**src/hdl/pccap_pkg.sv**
```systemverilog
// Package of register map, field layout and build settings for the capability bank
package pccap_pkg;
   // AXI4-Lite byte addresses of the capability words
   localparam logic [7:0] PCCAP_OFS_PCIE_CAP = 8'h00;
   localparam logic [7:0] PCCAP_OFS_DEV_CAP = 8'h04;
   localparam logic [7:0] PCCAP_OFS_LINK_CAP = 8'h08;
   localparam logic [7:0] PCCAP_OFS_DEV_CAP2 = 8'h0C;
   localparam logic [7:0] PCCAP_OFS_MSI_CTRL = 8'h10;
   localparam logic [7:0] PCCAP_OFS_RTY_INFO = 8'h14;
   // Field values and positions
   localparam logic [3:0] PCCAP_CAP_VERSION = 4'h2;
   // Kept above the 25-bit field so that field reads back as configured
   localparam int PCCAP_RO_BIT = 28;
   localparam int PCCAP_MLW_LSB = 4;
   localparam int PCCAP_MMC_LSB = 1;
   localparam int PCCAP_MME_LSB = 4;
   // Build settings
   localparam logic [2:0] PCCAP_MPS = 3'h1;
   localparam logic [24:0] PCCAP_DEVCAP_27_3 = 25'h0000000;
   localparam logic PCCAP_RELAXED_ORD = 1'b1;
   localparam logic [5:0] PCCAP_MAX_LINK_W = 6'h04;
   localparam logic [4:0] PCCAP_DEVCAP2_4_0 = 5'h00;
   localparam logic PCCAP_USE_MSI = 1'b1;
   localparam logic [2:0] PCCAP_MSI_REQ = 3'h2;
   // Response codes
   localparam logic [1:0] PCCAP_RESP_OKAY = 2'h0;
   localparam logic [1:0] PCCAP_RESP_SLVERR = 2'h2;
   localparam logic [31:0] PCCAP_ZERO = 32'h00000000;

   typedef struct packed {
      logic [31:0] data;
      logic [1:0] resp;
   } pccap_rd_s;
endpackage

```
**src/hdl/pccap_rtybuf.sv**
```systemverilog
// Retry buffer sizing from the payload setting
`timescale 1ns/1ps
module pccap_rtybuf
   import pccap_pkg::*;
(
   // Setting
   input wire logic [2:0] mps,
   // Result in bytes
   output logic [15:0] rty_bytes
);
   function automatic logic [15:0] size_of(input logic [2:0] m);
      // Small payloads still get the 512B block memory floor
      if (m <= 3'h1) begin
         size_of = 16'h0200;
      end else begin
         size_of = 16'(16'h0080 << m) << 1;
      end
   endfunction
   assign rty_bytes = size_of(mps);
endmodule

```
**src/hdl/pccap_bank.sv**
```systemverilog
// AXI4-Lite capability register bank with MSI grant output
`timescale 1ns/1ps
module pccap_bank
   import pccap_pkg::*;
(
   // Clock and reset
   input wire logic mclk,
   input wire logic rst,
   // AXI4-Lite write
   input wire logic [7:0] s_axi_awaddr,
   input wire logic s_axi_awvalid,
   output logic s_axi_awready,
   input wire logic [31:0] s_axi_wdata,
   input wire logic [3:0] s_axi_wstrb,
   input wire logic s_axi_wvalid,
   output logic s_axi_wready,
   output logic [1:0] s_axi_bresp,
   output logic s_axi_bvalid,
   input wire logic s_axi_bready,
   // AXI4-Lite read
   input wire logic [7:0] s_axi_araddr,
   input wire logic s_axi_arvalid,
   output logic s_axi_arready,
   output logic [31:0] s_axi_rdata,
   output logic [1:0] s_axi_rresp,
   output logic s_axi_rvalid,
   input wire logic s_axi_rready,
   // User side
   output logic [2:0] msi_granted_count,
   output logic msi_enabled
);
   logic [7:0] awaddr_q, awaddr_d;
   logic aw_have_q, aw_have_d;
   logic [31:0] wdata_q, wdata_d;
   logic [3:0] wstrb_q, wstrb_d;
   logic w_have_q, w_have_d;
   logic bvalid_q, bvalid_d;
   logic [1:0] bresp_q, bresp_d;
   logic rvalid_q, rvalid_d;
   logic [7:0] rd_addr_q, rd_addr_d;
   logic aw_rdy_q, w_rdy_q, ar_rdy_q;
   pccap_rd_s rd_q, rd_d;
   logic [2:0] mme_q, mme_d;
   logic msi_en_q, msi_en_d;
   logic [15:0] rty_bytes;

   pccap_rtybuf u_rty (
      .mps(PCCAP_MPS),
      .rty_bytes(rty_bytes)
   );

   // Fixed capability words
   wire [31:0] pcie_cap_w = {28'h0000000, PCCAP_CAP_VERSION};
   wire [31:0] dev_cap_w = {4'h0, PCCAP_DEVCAP_27_3, PCCAP_MPS};
   wire [31:0] link_cap_w = {22'h000000, PCCAP_MAX_LINK_W, 4'h0};
   wire [31:0] dev_cap2_w = {27'h0000000, PCCAP_DEVCAP2_4_0};
   // Relaxed ordering changes only this reported bit; no ordering logic exists
   wire [31:0] dev_ctl_ro = PCCAP_ZERO | (32'(PCCAP_RELAXED_ORD) << PCCAP_RO_BIT);
   wire [31:0] msi_w = PCCAP_USE_MSI ?
      {24'h000000, 1'b0, mme_q, PCCAP_MSI_REQ, msi_en_q} : PCCAP_ZERO;

   // Address decode
   wire do_wr = aw_have_q && w_have_q && !bvalid_q;
   wire wr_msi = do_wr && awaddr_q == PCCAP_OFS_MSI_CTRL;
   wire wr_known = awaddr_q == PCCAP_OFS_PCIE_CAP || awaddr_q == PCCAP_OFS_DEV_CAP ||
      awaddr_q == PCCAP_OFS_LINK_CAP || awaddr_q == PCCAP_OFS_DEV_CAP2 ||
      awaddr_q == PCCAP_OFS_MSI_CTRL || awaddr_q == PCCAP_OFS_RTY_INFO;
   wire rd_take = s_axi_arvalid && !rvalid_q;
   logic [31:0] rsel;
   logic rhit;
   always_comb begin
      rhit = 1'b1;
      if (s_axi_araddr == PCCAP_OFS_PCIE_CAP) begin
         rsel = pcie_cap_w;
      end else if (s_axi_araddr == PCCAP_OFS_DEV_CAP) begin
         rsel = dev_cap_w | dev_ctl_ro;
      end else if (s_axi_araddr == PCCAP_OFS_LINK_CAP) begin
         rsel = link_cap_w;
      end else if (s_axi_araddr == PCCAP_OFS_DEV_CAP2) begin
         rsel = dev_cap2_w;
      end else if (s_axi_araddr == PCCAP_OFS_MSI_CTRL) begin
         rsel = msi_w;
      end else if (s_axi_araddr == PCCAP_OFS_RTY_INFO) begin
         rsel = {16'h0000, rty_bytes};
      end else begin
         rsel = PCCAP_ZERO;
         rhit = 1'b0;
      end
   end

   // Next state
   always_comb begin
      awaddr_d = awaddr_q;
      aw_have_d = aw_have_q;
      wdata_d = wdata_q;
      wstrb_d = wstrb_q;
      w_have_d = w_have_q;
      bvalid_d = bvalid_q;
      bresp_d = bresp_q;
      rvalid_d = rvalid_q;
      rd_d = rd_q;
      rd_addr_d = rd_addr_q;
      mme_d = mme_q;
      msi_en_d = msi_en_q;
      if (s_axi_awvalid && !aw_have_q) begin
         awaddr_d = s_axi_awaddr;
         aw_have_d = 1'b1;
      end
      if (s_axi_wvalid && !w_have_q) begin
         wdata_d = s_axi_wdata;
         wstrb_d = s_axi_wstrb;
         w_have_d = 1'b1;
      end
      if (do_wr) begin
         aw_have_d = 1'b0;
         w_have_d = 1'b0;
         bvalid_d = 1'b1;
         bresp_d = wr_known ? PCCAP_RESP_OKAY : PCCAP_RESP_SLVERR;
      end
      // Only system-granted enable and count are writable; the rest is fixed
      if (wr_msi && PCCAP_USE_MSI && wstrb_q[0]) begin
         msi_en_d = wdata_q[0];
         // Grant above the request is clipped to keep the count legal
         mme_d = (wdata_q[6:4] > PCCAP_MSI_REQ) ? PCCAP_MSI_REQ : wdata_q[6:4];
      end
      if (bvalid_q && s_axi_bready) begin
         bvalid_d = 1'b0;
      end
      if (rd_take) begin
         rvalid_d = 1'b1;
         rd_d.data = rsel;
         rd_addr_d = s_axi_araddr;
         rd_d.resp = rhit ? PCCAP_RESP_OKAY : PCCAP_RESP_SLVERR;
      end else if (rvalid_q && s_axi_rready) begin
         rvalid_d = 1'b0;
      end
   end

   always_ff @(posedge mclk) begin
      if (rst) begin
         awaddr_q <= 8'h00;
         aw_have_q <= 1'b0;
         wdata_q <= 32'h00000000;
         wstrb_q <= 4'h0;
         w_have_q <= 1'b0;
         bvalid_q <= 1'b0;
         bresp_q <= 2'h0;
         rvalid_q <= 1'b0;
         rd_q <= '0;
         rd_addr_q <= 8'h00;
         aw_rdy_q <= 1'b1;
         w_rdy_q <= 1'b1;
         ar_rdy_q <= 1'b1;
         mme_q <= 3'h0;
         msi_en_q <= 1'b0;
      end else begin
         awaddr_q <= awaddr_d;
         aw_have_q <= aw_have_d;
         wdata_q <= wdata_d;
         wstrb_q <= wstrb_d;
         w_have_q <= w_have_d;
         bvalid_q <= bvalid_d;
         bresp_q <= bresp_d;
         rvalid_q <= rvalid_d;
         rd_q <= rd_d;
         rd_addr_q <= rd_addr_d;
         aw_rdy_q <= !aw_have_d;
         w_rdy_q <= !w_have_d;
         ar_rdy_q <= !rvalid_d;
         mme_q <= mme_d;
         msi_en_q <= msi_en_d;
      end
   end

   // Outputs, ready flags are registered holding-slot vacancies
   assign s_axi_awready = aw_rdy_q;
   assign s_axi_wready = w_rdy_q;
   assign s_axi_bvalid = bvalid_q;
   assign s_axi_bresp = bresp_q;
   assign s_axi_arready = ar_rdy_q;
   assign s_axi_rvalid = rvalid_q;
   assign s_axi_rdata = rd_q.data;
   assign s_axi_rresp = rd_q.resp;
   assign msi_granted_count = mme_q;
   assign msi_enabled = msi_en_q;
endmodule

```
**config.mk**
```make
export PLATFORM = sky130hd
export DESIGN_NAME = pccap_bank
export DESIGN_NICKNAME = d
export VERILOG_FILES = /design/src/hdl/pccap_pkg.sv /design/src/hdl/pccap_rtybuf.sv /design/src/hdl/pccap_bank.sv
export SDC_FILE = /design/constraint.sdc
export NUM_CORES = 1
export LEC_CHECK = 0
export BUFFER_PORTS_ARGS = -buffer_cell sky130_fd_sc_hd__clkbuf_2
export CORE_MARGIN = 3
export CORE_UTILIZATION = 44
export CTS_BUF_LIST = sky130_fd_sc_hd__clkbuf_4 sky130_fd_sc_hd__clkbuf_8 sky130_fd_sc_hd__clkbuf_16
export DETAILED_ROUTE_END_ITERATION = 10
export GPL_TIMING_DRIVEN = 1
export PLACE_DENSITY = 0.84
export REMOVE_ABC_BUFFERS = 1
export SYNTH_ARGS = -nofsm -noshare
export SYNTH_HDL_FRONTEND = slang
export SYNTH_SLANG_ARGS = --single-unit
```
**constraint.sdc**
```tcl
create_clock -name mclk -period 5.6 [get_ports mclk]
set_clock_uncertainty 0.15 [all_clocks]
set_input_delay 0.84 -clock mclk [delete_from_list [all_inputs] [get_ports mclk]]
set_output_delay 0.84 -clock mclk [all_outputs]
set_load 0.05 [all_outputs]
```
# After elaboration in Yosys (flattened, before gate mapping)
# Index checks and enable logic that the tools add are counted.
[op_classes]
n_addsub = 0
mul = 0
div = 0
n_lt_le_gt_ge = 1
eq_ne = 10
n_shift = 0
n_mux = 21
bitwise_logic = 0
reduce_logical = 24
[ops]
columns = ["operator", "count"]
rows = [
  ["10-bit 2-to-1 mux", 4],
  ["8-bit by 4-bit == test with 1-bit output (second input constant)", 4],
  ["8-bit by 5-bit == test with 1-bit output (second input constant)", 4],
  ["32-bit 2-to-1 mux", 1],
  ["29-bit 2-to-1 mux", 1],
  ["8-bit by 3-bit == test with 1-bit output (second input constant)", 2],
  ["8-bit zero test", 2],
  ["1-bit 2-to-1 mux", 12],
  ["1-bit logical AND", 9],
  ["1-bit zero test", 7],
  ["1-bit logical OR", 5],
  ["2-bit 2-to-1 mux", 2],
  ["3-bit by 2-bit > comparator with 1-bit output (second input constant)", 1],
  ["3-bit 2-to-1 mux", 1],
  ["2-bit OR reduction", 1],
]
[word_totals]
reg_bits = 63
latchBits = 0
ramBits = 0
mem_bits_ro = 0
out_inout_bits = 45
wordCells = 71
n_memories = 0

# Logic depth before layout (Yosys ltp)
[logic_depth]
depth_word = 8
depth_mapped = 4
depth_no_buf = 3

# By module
# From an unflattened synthesis, not the netlist that was laid out.
[hier_totals]
cells_unflattened = 208
area_unflattened_um2 = 1941.9
[by_module_without_submodules]
columns = ["mod", "instances", "cells_each", "area_each_um2", "seq_area_each_um2"]
rows = [
  ["pccap_bank", 1, 191, 1814.2, 860.8],
  ["pccap_rtybuf", 1, 17, 127.6, 0.0],
]

# Least setup slack after synthesis
# No wires, ideal clock.
[synth_path]
kind = "input to register"
start = "input s_axi_araddr[7]"
end = "register rd_q (netlist bit s_axi_rdata[0])"
setup_ns = 0.101
arrival_time_ns = 1.664
t_required_ns = 5.349
slack_ns = 3.685
cell_stages = 3
path_cell_list = "nor4_2 > nand2_1 > o41ai_1"
[synth_between]
elab_chain_len = 6
word_cells_on_any_way = 10
cone_classes = "eq/ne: 4; mux: 5; reduce/logical: 1"
[synth_rtl]
columns = ["element", "line_no", "source"]
rows = [
  ["start: declaration", "pccap_bank.sv:21", "input wire logic [7:0] s_axi_araddr,"],
  ["8-bit by 5-bit == test with 1-bit output", "pccap_bank.sv:81", "end else if (s_axi_araddr == PCCAP_OFS_MSI_CTRL) begin"],
  ["10-bit 2-to-1 mux", "pccap_bank.sv:81", ""],
  ["10-bit 2-to-1 mux", "pccap_bank.sv:79", "end else if (s_axi_araddr == PCCAP_OFS_DEV_CAP2) begin"],
  ["10-bit 2-to-1 mux", "pccap_bank.sv:77", "end else if (s_axi_araddr == PCCAP_OFS_LINK_CAP) begin"],
  ["29-bit 2-to-1 mux", "pccap_bank.sv:75", "end else if (s_axi_araddr == PCCAP_OFS_DEV_CAP) begin"],
  ["32-bit 2-to-1 mux (*)", "pccap_bank.sv:73", "if (s_axi_araddr == PCCAP_OFS_PCIE_CAP) begin"],
  ["end signal: assignment", "pccap_bank.sv:165", "rd_q <= rd_d;"],
  ["end: declaration", "pccap_bank.sv:42", "pccap_rd_s rd_q, rd_d;"],
]
# Mark *: on every way between the ends. The rest lies on a longest branch, timed or not.
# A chain may end at the register's enable or synchronous reset.

# Final worst setup path
[layout_path]
start = "register rvalid_q (netlist: s_axi_rvalid)"
end = "output s_axi_rvalid"
[layout_rtl]
columns = ["element", "line_no", "source"]
rows = [
  ["start: declaration", "pccap_bank.sv:39", "logic rvalid_q, rvalid_d;"],
  ["start signal: assignment", "pccap_bank.sv:164", "rvalid_q <= rvalid_d;"],
  ["end: declaration", "pccap_bank.sv:26", "output logic s_axi_rvalid,"],
]
# No word-level cell between the ends.

==> run_results.csv <==
group,metric,value,unit
status,status,"finished clean",
synth,synth_common_cells,"34 x dfxtp_1, 27 x buf_4, 19 x nor2_1",
timing,tightest_slew,900,ps
power,p_leak,0.819,nW
die,core,3180,sq um
flow_run,drv_cap,0,
detailed_routing,initialDrtViolationCount,49,
global_routing,grt_pass1_wl,4.42,mm
synth,ys_warn_count,0,
critical_path,arrival,1000,ps
synth,synth.area.top_cells,"dfxtp_1 45%, buf_4 13%, mux2i_1 11%",
cells_and_area,syn2layout_area_growth,13.9,%
clocking,cts_root_buffer,"clkbuf_4",
synth,avgSynthCellArea,9.29,sq um
worst_hold_path,min_path_cells,2,
clocking,cts_sinks,34,
cells_and_area,fin_area,1720,sq um
clocking,cts_tree,"built",
global_routing,gr-total-overflow,0,
critical_path,worst_setup_path_start_kind,"flip-flop",
die,io_pins,104,
timing,setup_viol,0,
critical_path,cp_data_required_time,4610,ps
synth,yosysUniqueCellTypes,33,
clocking,htreeDepth,2,
clocking,clock_path_buffers,2,
synth,synth-seq-cells,34,
timing,drv_slew,0,
placement,pre_cts_ws,3330,ps
timing,relSlewSlack,39.9,%
timing,hold_viol,0,
critical_path,end_kind,"output port",
detailed_routing,drc_errors,0,
clocking,postCtsHoldBufs,0,
detailed_routing,drt-vias-per-instance,4.55,
synth,syn_inst,163,
detailed_routing,ant_nets,0,
detailed_routing,post_drt_wl_per_cell,10.6,um
timing,finalCritPeriodShare,35.6,%
power,power_density,290,nW/um^2
die,die_w,64.7,um
synth,synth-async-reset-ratio,0,%
placement,dpl_cell_area,1660,sq um
die,die_h,64.7,um
worst_hold_path,worstHoldStart,"s_axi_rdata[1]$_SDFFE_PP0P_",
critical_path,path_cells,"clkbuf_2",
critical_path,r2r-start,"awaddr_q[0]$_SDFFE_PP0P_",
critical_path,worst-setup-path-type,"reg2out",
critical_path,crit_family,"flip-flops",
clocking,clk_latency,320,ps
placement,dp_hpwl,2.06,mm
critical_path,crit_buf_inv,1,
synth,seq_area_frac_synth,45.0,%
clocking,cts_resized,0,
die,dieArea,4180,sq um
critical_path,r2r-end,"msi_granted_count[2]$_SDFFE_PP0P_",
die,row_count,20,
critical_path,crit_slowest_cell,"dfxtp_1",
detailed_routing,wl,2.68,mm
cells_and_area,drive_gt1_share,27.8,%
worst_hold_path,hold_path.class,"reg2reg",
global_routing,track_usage,13.5,%
critical_path,crit_fanout,5,
timing,fin_ws,3610,ps
power,ir_worst_vdd,0.150,mV
global_routing,antenna_found_initial,0,
timing,fmax,502,MHz
critical_path,cpPeakStageDelay,390,ps
die,start_util,47.6,%
synth,syn_area,1510,sq um
clocking,cts.clk_slew.worst_paths,100,ps
timing,period_needed,1990,ps
timing,final.setup.tns,0,ps
critical_path,r2r_slack,3750,ps
placement,portBuffers,46,
global_routing,grt_max_degree,24,
detailed_routing,via_count,1151,
synth,synth-edff-count,0,
worst_hold_path,hold_path_end,"s_axi_rdata[1]$_SDFFE_PP0P_",
cells_and_area,nets,267,
clocking,cts_setup_buffers,0,
synth,synthFlopType,"dfxtp_1",
synth,yosysTopAreaCellShare,45.0,%
placement,place.gp.congestion,0.738,
critical_path,r2r_cells,3,
global_routing,grt_pass1_vias,997,
synth,yosysTopAreaCell,"dfxtp_1",
detailed_routing,dr.pass1.iters,4,
timing,rsz0062_at_grt,"false",
synth,synth.most_common_cell,"dfxtp_1",
cells_and_area,antenna_cells,0,
clocking,numCtsBuffers,5,
## cells by family after synthesis
group,count (synthesis),share of synthesized area [%]
other,1,0.248
and+or+nand+nor,57,20.2
DFF,34,45.0
AOI/OAI and AO/OA,19,7.85
buffers and inverters,36,16.1
muxes,16,10.6
## power breakdown
| group | internal, mW | total, mW | switching, mW |
|---|---|---|---|
| combinational | 0.0236 | 0.0991 | 0.0754 |
| clock | 0.0657 | 0.142 | 0.0759 |
| sequential | 0.253 | 0.259 | 0.00643 |
| total | 0.342 | 0.500 | 0.158 |
## state kept, by name, indices dropped and copies added, names as in the netlist, 3 cells and up
name and flops:
msi_granted_count 3, wdata_q 4, awaddr_q 8, s_axi_rdata 8
## metal layers
metal  GRT usage [%]  wire, um
met5               0         0
met2            21.1      1200
met3            4.51       198
met1            16.5      1220
met4            7.12        56
## layout make-up
| class | instances | area [sq um] |
|---|---|---|
| repair buffers | 46 | 230 |
| clock buffers | 7 | 58.8 |
| multi-input cells | 118 | 683 |
| fillers | 325 | 1450 |
| flip-flops and latches | 34 | 681 |
| clock inverters | 1 | 5.00 |
| inverters | 3 | 11.3 |
| well taps | 44 | 55.1 |
## cells in the final DEF, fill, tap and decap left out, types with 2 or more instances in the layout
cell type	count
a21oi_1	6
clkbuf_2	46
clkbuf_4	6
conb_1	26
dfxtp_1	34
inv_1	2
mux2i_1	16
nand2_1	10
nand2b_1	2
nand3_1	5
nand4_1	5
nor2_1	19
nor2b_1	5
o21a_1	2
o21ai_0	3
o21ai_1	3
or4_4	2
## stage by stage
stage	util [%]	total power, mW	instances	hold WS [ps]
3_5_place_dp	52.2	0.364	245	294
2_1_floorplan	-	0.341	155	284
5_1_grt	54.3	0.523	253	338
3_3_place_gp	52.2	0.362	245	293
4_1_cts	54.3	0.504	253	308
6_report	54.3	0.500	253	309
## tightest hold or removal path, delay by kind of cell, from the launching register on
family,cells,cell delay (ps)
compound gates,1,50
flops,1,320
simple gates,1,50
## worst max path at each step
stage / to / from / cells past startpoint / slack, ps
after floorplan: awaddr_q[0]$_SDFFE_PP0P_ / s_axi_awvalid / 3 / 3640
after global placement: awaddr_q[1]$_SDFFE_PP0P_ / s_axi_awvalid / 4 / 3340
after detailed placement: awaddr_q[4]$_SDFFE_PP0P_ / s_axi_awvalid / 4 / 3330
after CTS: s_axi_rvalid / s_axi_rvalid$_SDFF_PP0_ / 1 / 3590
after global routing: s_axi_rvalid / s_axi_rvalid$_SDFF_PP0_ / 1 / 3540
final: s_axi_rvalid / s_axi_rvalid$_SDFF_PP0_ / 1 / 3610
Note: power is estimated with default switching activity, not from simulation.
